### config.mk
export PLATFORM = sky130hd
export DESIGN_NAME = wcc_regbank
export DESIGN_NICKNAME = d
export VERILOG_FILES = /design/src/design/wcc_pkg.sv /design/src/design/wcc_regbank.sv /design/src/design/wcc_chan_cfg.sv
export SDC_FILE = /design/constraint.sdc
export NUM_CORES = 1
export LEC_CHECK = 0
export BUFFER_PORTS_ARGS = -buffer_cell sky130_fd_sc_hd__buf_4
export CORE_MARGIN = 2
export CORE_UTILIZATION = 45
export CTS_CLUSTER_SIZE = 14
export DETAILED_ROUTE_END_ITERATION = 10
export GPL_TIMING_DRIVEN = 0
export PLACE_DENSITY = 0.8
export SLEW_MARGIN = 30
export SYNTH_ARGS = -nofsm -noshare
export SYNTH_HDL_FRONTEND = slang
export SYNTH_HIERARCHICAL = 1
export SYNTH_SLANG_ARGS = --single-unit
export TNS_END_PERCENT = 5
### constraint.sdc
create_clock -name i_core_clk -period 1.77 [get_ports i_core_clk]
set_clock_uncertainty 0.2 [all_clocks]
set_input_delay 0 -clock i_core_clk [delete_from_list [all_inputs] [get_ports i_core_clk]]
set_output_delay 0 -clock i_core_clk [all_outputs]
set_load 0.02 [all_outputs]
### src/design/wcc_pkg.sv
// package for the window comparator configuration bank
// assumes an 8-bit register port driven by the device's serial front end
package wcc_pkg;
	localparam logic [7:0] WCC_OFS_CHAN_EN = 8'h34;
	localparam logic [7:0] WCC_OFS_CMP_EN = 8'h37;
	localparam logic [7:0] WCC_OFS_C0_HI_LO = 8'h38;
	localparam logic [7:0] WCC_OFS_C0_HI_TOP = 8'h39;
	localparam logic [7:0] WCC_OFS_C0_LO_LO = 8'h3a;
	localparam logic [7:0] WCC_OFS_C0_LO_TOP = 8'h3b;
	localparam logic [7:0] WCC_OFS_C1_HI_LO = 8'h3c;
	localparam logic [7:0] WCC_OFS_C1_HI_TOP = 8'h3d;
	localparam logic [7:0] WCC_OFS_C1_LO_LO = 8'h3e;
	localparam logic [7:0] WCC_OFS_C1_LO_TOP = 8'h3f;
	localparam logic [7:0] WCC_OFS_C0_HYS = 8'h40;
	localparam logic [7:0] WCC_OFS_C1_HYS = 8'h41;
	localparam int WCC_BLOCK_ON_BIT = 0;
	localparam int WCC_CH0_ALERT_BIT = 0;
	localparam int WCC_CH1_ALERT_BIT = 1;
	localparam int WCC_TOP_W = 4;
	localparam int WCC_HYS_W = 6;
	localparam int WCC_THR_W = 12;
	localparam logic [7:0] WCC_RESET_VAL = 8'h00;
endpackage

### src/design/wcc_regbank.sv
// window comparator configuration bank: enables, thresholds, hysteresis
// assumes the serial front end gives one-cycle write strobes and
// samples read data combinationally on the addressed offset
// Notes on behaviour
// [RULE_01] bit 0 at 37h switches the whole comparator on or off, reset 0.
// [RULE_02] bits 7:1 at 37h always read as zero.
// [RULE_03] 34h holds channel alert enables, bit 1 ch1, bit 0 ch0, reset 0.
// [RULE_04] ch0 high limit is 12 bits: top nibble at 39h, low byte at 38h.
// [RULE_05] ch0 low limit is 12 bits: top nibble at 3bh, low byte at 3ah.
// [RULE_06] 6-bit hysteresis at 40h serves both ch0 comparators, 7:6 read 0.
// [RULE_07] ch1 high limit is 12 bits: top nibble at 3dh, low byte at 3ch.
// [RULE_08] ch1 low limit top nibble sits in bits 3:0 at 3fh.
// [RULE_09] bits 7:4 of every top-nibble register read as zero.
// [RULE_10] ch1 low limit low byte sits at 3eh and resets to zero.
// [RULE_11] 6-bit hysteresis at 41h serves both ch1 comparators.
// [RULE_12] a channel alerts only when global and channel enables are set.
// [RULE_13] reserved bits ignore writes; every register resets to zero.
`timescale 1ns/1ps
module wcc_regbank
	import wcc_pkg::*;
#(
	parameter int NUM_CH = 2
)
(
	input wire logic i_core_clk,
	input wire logic i_rst_n,
	input wire logic [7:0] i_addr,
	input wire logic i_wr_en,
	input wire logic [7:0] i_wdata,
	output logic [7:0] o_rdata,
	output logic o_comparator_block_on,
	output logic [NUM_CH-1:0] o_chan_alert_active,
	output logic [WCC_THR_W-1:0] o_chan0_high_limit,
	output logic [WCC_THR_W-1:0] o_chan0_low_limit,
	output logic [WCC_HYS_W-1:0] o_chan0_hysteresis_value,
	output logic [WCC_THR_W-1:0] o_chan1_high_limit,
	output logic [WCC_THR_W-1:0] o_chan1_low_limit,
	output logic [WCC_HYS_W-1:0] o_chan1_hysteresis_value
);
	logic comparator_block_on_r;
	logic [NUM_CH-1:0] chan_alert_on_r;
	logic [7:0] rdata_nxt;
	logic we_chan_en;
	logic we_cmp_en;
	logic we_c0_hi_lo;
	logic we_c0_hi_top;
	logic we_c0_lo_lo;
	logic we_c0_lo_top;
	logic we_c0_hys;
	logic we_c1_hi_lo;
	logic we_c1_hi_top;
	logic we_c1_lo_lo;
	logic we_c1_lo_top;
	logic we_c1_hys;

	// strobes are nets so port connections follow address and strobe changes
	assign we_chan_en = i_wr_en && (i_addr == WCC_OFS_CHAN_EN);
	assign we_cmp_en = i_wr_en && (i_addr == WCC_OFS_CMP_EN);
	assign we_c0_hi_lo = i_wr_en && (i_addr == WCC_OFS_C0_HI_LO);
	assign we_c0_hi_top = i_wr_en && (i_addr == WCC_OFS_C0_HI_TOP);
	assign we_c0_lo_lo = i_wr_en && (i_addr == WCC_OFS_C0_LO_LO);
	assign we_c0_lo_top = i_wr_en && (i_addr == WCC_OFS_C0_LO_TOP);
	assign we_c0_hys = i_wr_en && (i_addr == WCC_OFS_C0_HYS);
	assign we_c1_hi_lo = i_wr_en && (i_addr == WCC_OFS_C1_HI_LO);
	assign we_c1_hi_top = i_wr_en && (i_addr == WCC_OFS_C1_HI_TOP);
	assign we_c1_lo_lo = i_wr_en && (i_addr == WCC_OFS_C1_LO_LO);
	assign we_c1_lo_top = i_wr_en && (i_addr == WCC_OFS_C1_LO_TOP);
	assign we_c1_hys = i_wr_en && (i_addr == WCC_OFS_C1_HYS);

	always_ff @(posedge i_core_clk) begin
		if (!i_rst_n)
			comparator_block_on_r <= WCC_RESET_VAL[WCC_BLOCK_ON_BIT]; // see [RULE_13]
		else if (we_cmp_en)
			comparator_block_on_r <= i_wdata[WCC_BLOCK_ON_BIT]; // see [RULE_01]
	end

	always_ff @(posedge i_core_clk) begin
		if (!i_rst_n)
			chan_alert_on_r <= WCC_RESET_VAL[NUM_CH-1:0]; // see [RULE_03]
		else if (we_chan_en)
			chan_alert_on_r <= i_wdata[NUM_CH-1:0]; // see [RULE_13]
	end

	wcc_chan_cfg u_ch0 (
		.i_core_clk(i_core_clk),
		.i_rst_n(i_rst_n),
		.i_wdata(i_wdata),
		.i_we_hi_lo(we_c0_hi_lo),
		.i_we_hi_top(we_c0_hi_top),
		.i_we_lo_lo(we_c0_lo_lo),
		.i_we_lo_top(we_c0_lo_top),
		.i_we_hys(we_c0_hys),
		.o_high_limit(o_chan0_high_limit),
		.o_low_limit(o_chan0_low_limit),
		.o_hysteresis(o_chan0_hysteresis_value)
	);

	wcc_chan_cfg u_ch1 (
		.i_core_clk(i_core_clk),
		.i_rst_n(i_rst_n),
		.i_wdata(i_wdata),
		.i_we_hi_lo(we_c1_hi_lo),
		.i_we_hi_top(we_c1_hi_top),
		.i_we_lo_lo(we_c1_lo_lo),
		.i_we_lo_top(we_c1_lo_top),
		.i_we_hys(we_c1_hys),
		.o_high_limit(o_chan1_high_limit),
		.o_low_limit(o_chan1_low_limit),
		.o_hysteresis(o_chan1_hysteresis_value)
	);

	// alert gating for the comparator core
	assign o_comparator_block_on = comparator_block_on_r;
	assign o_chan_alert_active = chan_alert_on_r &
		{NUM_CH{comparator_block_on_r}}; // see [RULE_12]

	// read mux; unmapped offsets return zero
	always_comb begin
		rdata_nxt = 8'h00;
		case (i_addr)
			WCC_OFS_CMP_EN:
				rdata_nxt = {7'h00, comparator_block_on_r}; // see [RULE_02]
			WCC_OFS_CHAN_EN:
				rdata_nxt[NUM_CH-1:0] = chan_alert_on_r;
			WCC_OFS_C0_HI_LO: rdata_nxt = o_chan0_high_limit[7:0];
			WCC_OFS_C0_HI_TOP:
				rdata_nxt = {4'h0, o_chan0_high_limit[11:8]}; // see [RULE_09]
			WCC_OFS_C0_LO_LO: rdata_nxt = o_chan0_low_limit[7:0];
			WCC_OFS_C0_LO_TOP:
				rdata_nxt = {4'h0, o_chan0_low_limit[11:8]}; // see [RULE_09]
			WCC_OFS_C1_HI_LO: rdata_nxt = o_chan1_high_limit[7:0];
			WCC_OFS_C1_HI_TOP:
				rdata_nxt = {4'h0, o_chan1_high_limit[11:8]}; // see [RULE_09]
			WCC_OFS_C1_LO_LO: rdata_nxt = o_chan1_low_limit[7:0];
			WCC_OFS_C1_LO_TOP:
				rdata_nxt = {4'h0, o_chan1_low_limit[11:8]}; // see [RULE_08]
			WCC_OFS_C0_HYS:
				rdata_nxt = {2'h0, o_chan0_hysteresis_value}; // see [RULE_06]
			WCC_OFS_C1_HYS:
				rdata_nxt = {2'h0, o_chan1_hysteresis_value}; // see [RULE_11]
			default: rdata_nxt = 8'h00;
		endcase
	end
	assign o_rdata = rdata_nxt;
endmodule

### src/design/wcc_chan_cfg.sv
// one channel's thresholds and hysteresis, byte-writable
// assumes the parent decodes the register offsets into write strobes
`timescale 1ns/1ps
module wcc_chan_cfg
	import wcc_pkg::*;
(
	input wire logic i_core_clk,
	input wire logic i_rst_n,
	input wire logic [7:0] i_wdata,
	input wire logic i_we_hi_lo,
	input wire logic i_we_hi_top,
	input wire logic i_we_lo_lo,
	input wire logic i_we_lo_top,
	input wire logic i_we_hys,
	output logic [WCC_THR_W-1:0] o_high_limit,
	output logic [WCC_THR_W-1:0] o_low_limit,
	output logic [WCC_HYS_W-1:0] o_hysteresis
);
	logic [7:0] hi_bottom_r;
	logic [WCC_TOP_W-1:0] hi_top_r;
	logic [7:0] lo_bottom_r;
	logic [WCC_TOP_W-1:0] lo_top_r;
	logic [WCC_HYS_W-1:0] hys_r;

	always_ff @(posedge i_core_clk) begin
		if (!i_rst_n) begin
			hi_bottom_r <= WCC_RESET_VAL;
			lo_bottom_r <= WCC_RESET_VAL;
		end else begin
			if (i_we_hi_lo)
				hi_bottom_r <= i_wdata; // see [RULE_04] see [RULE_07]
			if (i_we_lo_lo)
				lo_bottom_r <= i_wdata; // see [RULE_05] see [RULE_10]
		end
	end

	// only the low nibble is stored; upper bits are dropped
	always_ff @(posedge i_core_clk) begin
		if (!i_rst_n) begin
			hi_top_r <= WCC_RESET_VAL[WCC_TOP_W-1:0];
			lo_top_r <= WCC_RESET_VAL[WCC_TOP_W-1:0];
		end else begin
			if (i_we_hi_top)
				hi_top_r <= i_wdata[WCC_TOP_W-1:0]; // see [RULE_09]
			if (i_we_lo_top)
				lo_top_r <= i_wdata[WCC_TOP_W-1:0]; // see [RULE_08]
		end
	end

	always_ff @(posedge i_core_clk) begin
		if (!i_rst_n)
			hys_r <= WCC_RESET_VAL[WCC_HYS_W-1:0];
		else if (i_we_hys)
			hys_r <= i_wdata[WCC_HYS_W-1:0]; // see [RULE_06] see [RULE_11]
	end

	assign o_high_limit = {hi_top_r, hi_bottom_r};
	assign o_low_limit = {lo_top_r, lo_bottom_r};
	assign o_hysteresis = hys_r;
endmodule

==> impl_results.md <==
* Worst skew pair latency at 340 ps
* Worst Setup End Kind: output pin
* Hpwl dp at 6.773 mm
* CP arrival at 1740 ps
* GRT Residual Overflow at 0
* Async set-reset flop share out of synthesis at 0%
* DR vias at 2917
* Mapped Avg Cell Area at 10.52 um2
* DRC viols at 0
* Die ar. at 7850 um2
* Largest net degree at the start of global routing at 13
* Worst r2r path cells at 3
* RSZ-0062 raised after global routing: true
* Fin area at 4344 um2
* WS Path Type: reg -> out
* Starting density of the core at 46.89%
* Post-synth EDFFs at 0
* Clock buffer count from CTS at 9
* First-pass GRT wire length at 14.72 mm
* Root Driver: clkbuf_8
* Tmin final at 1944 ps
* Clock Tree Buf Depth at 2
* Power density over the cells at 657.4 nW/um2
* Final Util at 63.24%
* Placed Instances at 490
* Syn nets at 325
* Worst EP required at 1570 ps
* Layout Cells excl Fill at 519
* Yosys warnings at 6
* CTS tree: yes
* Area Overhead vs Synth at 34.89%
* Number of global-route vias before repair at 2785
* Hold Fails Final Rpt at 0
* Sink Count at 63
* Slew headroom at 58.71%
* Nature of the critical path startpoint: register
* I/O pin total at 90
* Status: finished with violations
* PortBufs at 88
* Failing checks: negative setup slack
* Core area at 6869 um2
* Termination of the worst setup path: o_rdata[3]
* Final setup fails at 4
* Chip width at 88.60 um
* Tcrit/Tclk final at 109.8%
* Share of layout cells above drive strength 1 at 34.99%
* Post-DP Area at 4001 um2
* Worst r2r src: chan_alert_on_r[1]
* Distinct cells, synth at 49
* Main synth FF type: dfxtp_1
* Slew Viols, Final at 0
* Initial antenna violation count at 0
* Site row count at 30
* Mapped Cells at 306
* Final WL at 9.768 mm
* Diodes inserted at 0
* Actual slew at the worst max-slew pin at 619.3 ps
* Multi-input logic area at 1797 um2
* Register bit total from synthesis at 63
* Drt pass-1 iters at 5
* CTS clk-pin slew, worst paths at 70 ps
* Leak Pwr at 1.628 nW
* Final setup margin at -173.6 ps
* Max Clock Freq at 0.5145 GHz
* Htree depth at 3
* Worst slack at placement at -220.4 ps
* Via/cell ratio at 5.620
* Post-synthesis sequential area ratio at 39.16%
* Crit-path max FO at 2
* RD Place Congestion at 0.9654
* Die Y-Extent at 88.60 um
* Number of fillers in the final layout at 591
* FF+latch area at 1266 um2
* Hold WC Path Type: in -> reg
* NumNets Final at 438
* Iteration-0 DRC Markers at 224
* Crit path from: u_ch0/lo_bottom_r[3]
* WL/cell at 18.82 um
* Syn Std Cell Area at 3221 um2
* Reg2reg setup slack at 410 ps
* Max cap viols at 0
* Total track usage at 25.39%
* Post-DRT Antenna Nets at 0
* Max VDD drop at 0.4537 mV
* Reg2reg end: chan_alert_on_r[1]
-- metrics by stage --
step	power [W]	hold WS, ps	setup TNS, ps
finish	0.002856	68.02	-344.4
CTS	0.002857	48.06	-318.2
floorplan	0.001569	-71.83	0
detailed placement	0.001677	92.85	-3349
global placement	0.001672	85.29	-2354
global route	0.002942	69.53	-596.6
-- cell type report --
| class | instances | area share (%) |
|---|---|---|
| tap | 96 | 2.765 |
| multi-input combinational | 214 | 41.36 |
| timing repair buffer | 102 | 18.32 |
| clock buffer | 11 | 3.024 |
| sequential | 63 | 29.15 |
| buffer | 25 | 3.946 |
| clock inverter | 4 | 1.094 |
| inverter | 4 | 0.3456 |
-- routing by layer --
layer / up-vias / part of all wire (%) / track usage, %
met3: 21 / 8.3 / 6.716
met2: 144 / 47 / 41.56
li1: 1324 / - / -
met1: 1428 / 43 / 32.04
met4: 0 / 1.9 / 9.917
met5: - / 0 / 0
-- cells by family after synthesis --
logic type | Yosys count | share of synthesized area, %
buf+inv | 29 | 5.750
mux | 74 | 24.71
flops | 63 | 39.16
simple gates | 109 | 21.79
compound gates | 31 | 8.586
-- report_power, final --
part           switching, W  leakage (nW)  internal [W]
logic              0.000142          1.03      0.000110
registers        0.00000161         0.509       0.00142
clock network      0.000546        0.0892      0.000638
total              0.000689          1.63       0.00217
-- state kept, by name (all words and copies together), names as in the netlist --
register               cells
u_ch0/hi_top_r             4
u_ch0/hi_bottom_r          8
chan_alert_on_r            2
u_ch0/lo_bottom_r          8
u_ch1/lo_top_r             4
u_ch1/lo_bottom_r          8
u_ch1/o_hysteresis         6
u_ch1/hi_bottom_r          8
u_ch1/hi_top_r             4
u_ch0/o_hysteresis         6
u_ch0/lo_top_r             4
o_comparator_block_on      1
-- how the worst min path moves through the flow --
stage                                        to  slack [ps]  cells past startpoint       start
final                     o_comparator_block_on          70                      5   i_addr[2]
after global routing      o_comparator_block_on          70                      5   i_addr[2]
after CTS                 o_comparator_block_on          50                      5   i_addr[2]
after detailed placement   u_ch0/lo_bottom_r[6]          90                      3  i_wdata[6]
after global placement     u_ch0/lo_bottom_r[6]          90                      3  i_wdata[6]
after floorplan              chan_alert_on_r[0]         -70                      1     i_rst_n
-- Yosys cell counts (2+ instances only) --
master    number  area (um2)
o21ai_0        2       10.01
o31ai_1        2       15.01
buf_6          5       56.30
nand4_1        3       18.77
nor2b_1       66       412.9
inv_1          3       11.26
nor3b_1        2       15.01
and2_1         4       25.02
buf_4          8       60.06
a221oi_1       3       26.28
nor4_1         2       12.51
a22oi_1        3       22.52
mux2i_1       66       660.6
mux2_2         3       33.78
buf_1          2       7.510
and3_1         2       12.51
a221oi_2       2       30.03
a31oi_1        2       12.51
mux4_2         4       90.09
nand3b_1       3       22.52
nand3_1        5       25.02
nor2_1         9       33.78
a32oi_1        4       35.03
buf_2          7       35.03
nand2_1        6       22.52
dfxtp_1       63        1261
clkbuf_1       3       11.26
-- critical path, cell delays in order (launching register included) --
cell	delay [ps]
dfxtp_2	320
mux2_4	270
a222oi_1	350
o22a_1	210
o32ai_2	70
buf_4	170
-- repair_timing --
action	in CTS	in global routing
hold buffers	12	0
pin swaps	3	0
buffers inserted	2	0
hold endpoints to repair	63	0
gates resized for setup	8	1
setup endpoints to repair	4	6
-- cell usage in the layout (no fill, tap or decap), drive strengths merged, types with 3 or more instances in the layout --
cell	netlist	final
buf	22	112
mux2i	66	66
nor2b	66	66
dfxtp	63	63
clkbuf	3	14
dlygate4sd3	0	12
nor2	10	10
nand2	6	6
nand3	6	6
a221oi	5	5
and2	4	4
mux4	4	4
inv	4	4
a32oi	4	4
mux2	4	4
a22oi	3	3
nand3b	3	3
nand4	3	3
o21ai	3	3
Power figures use the tool's default switching activity.
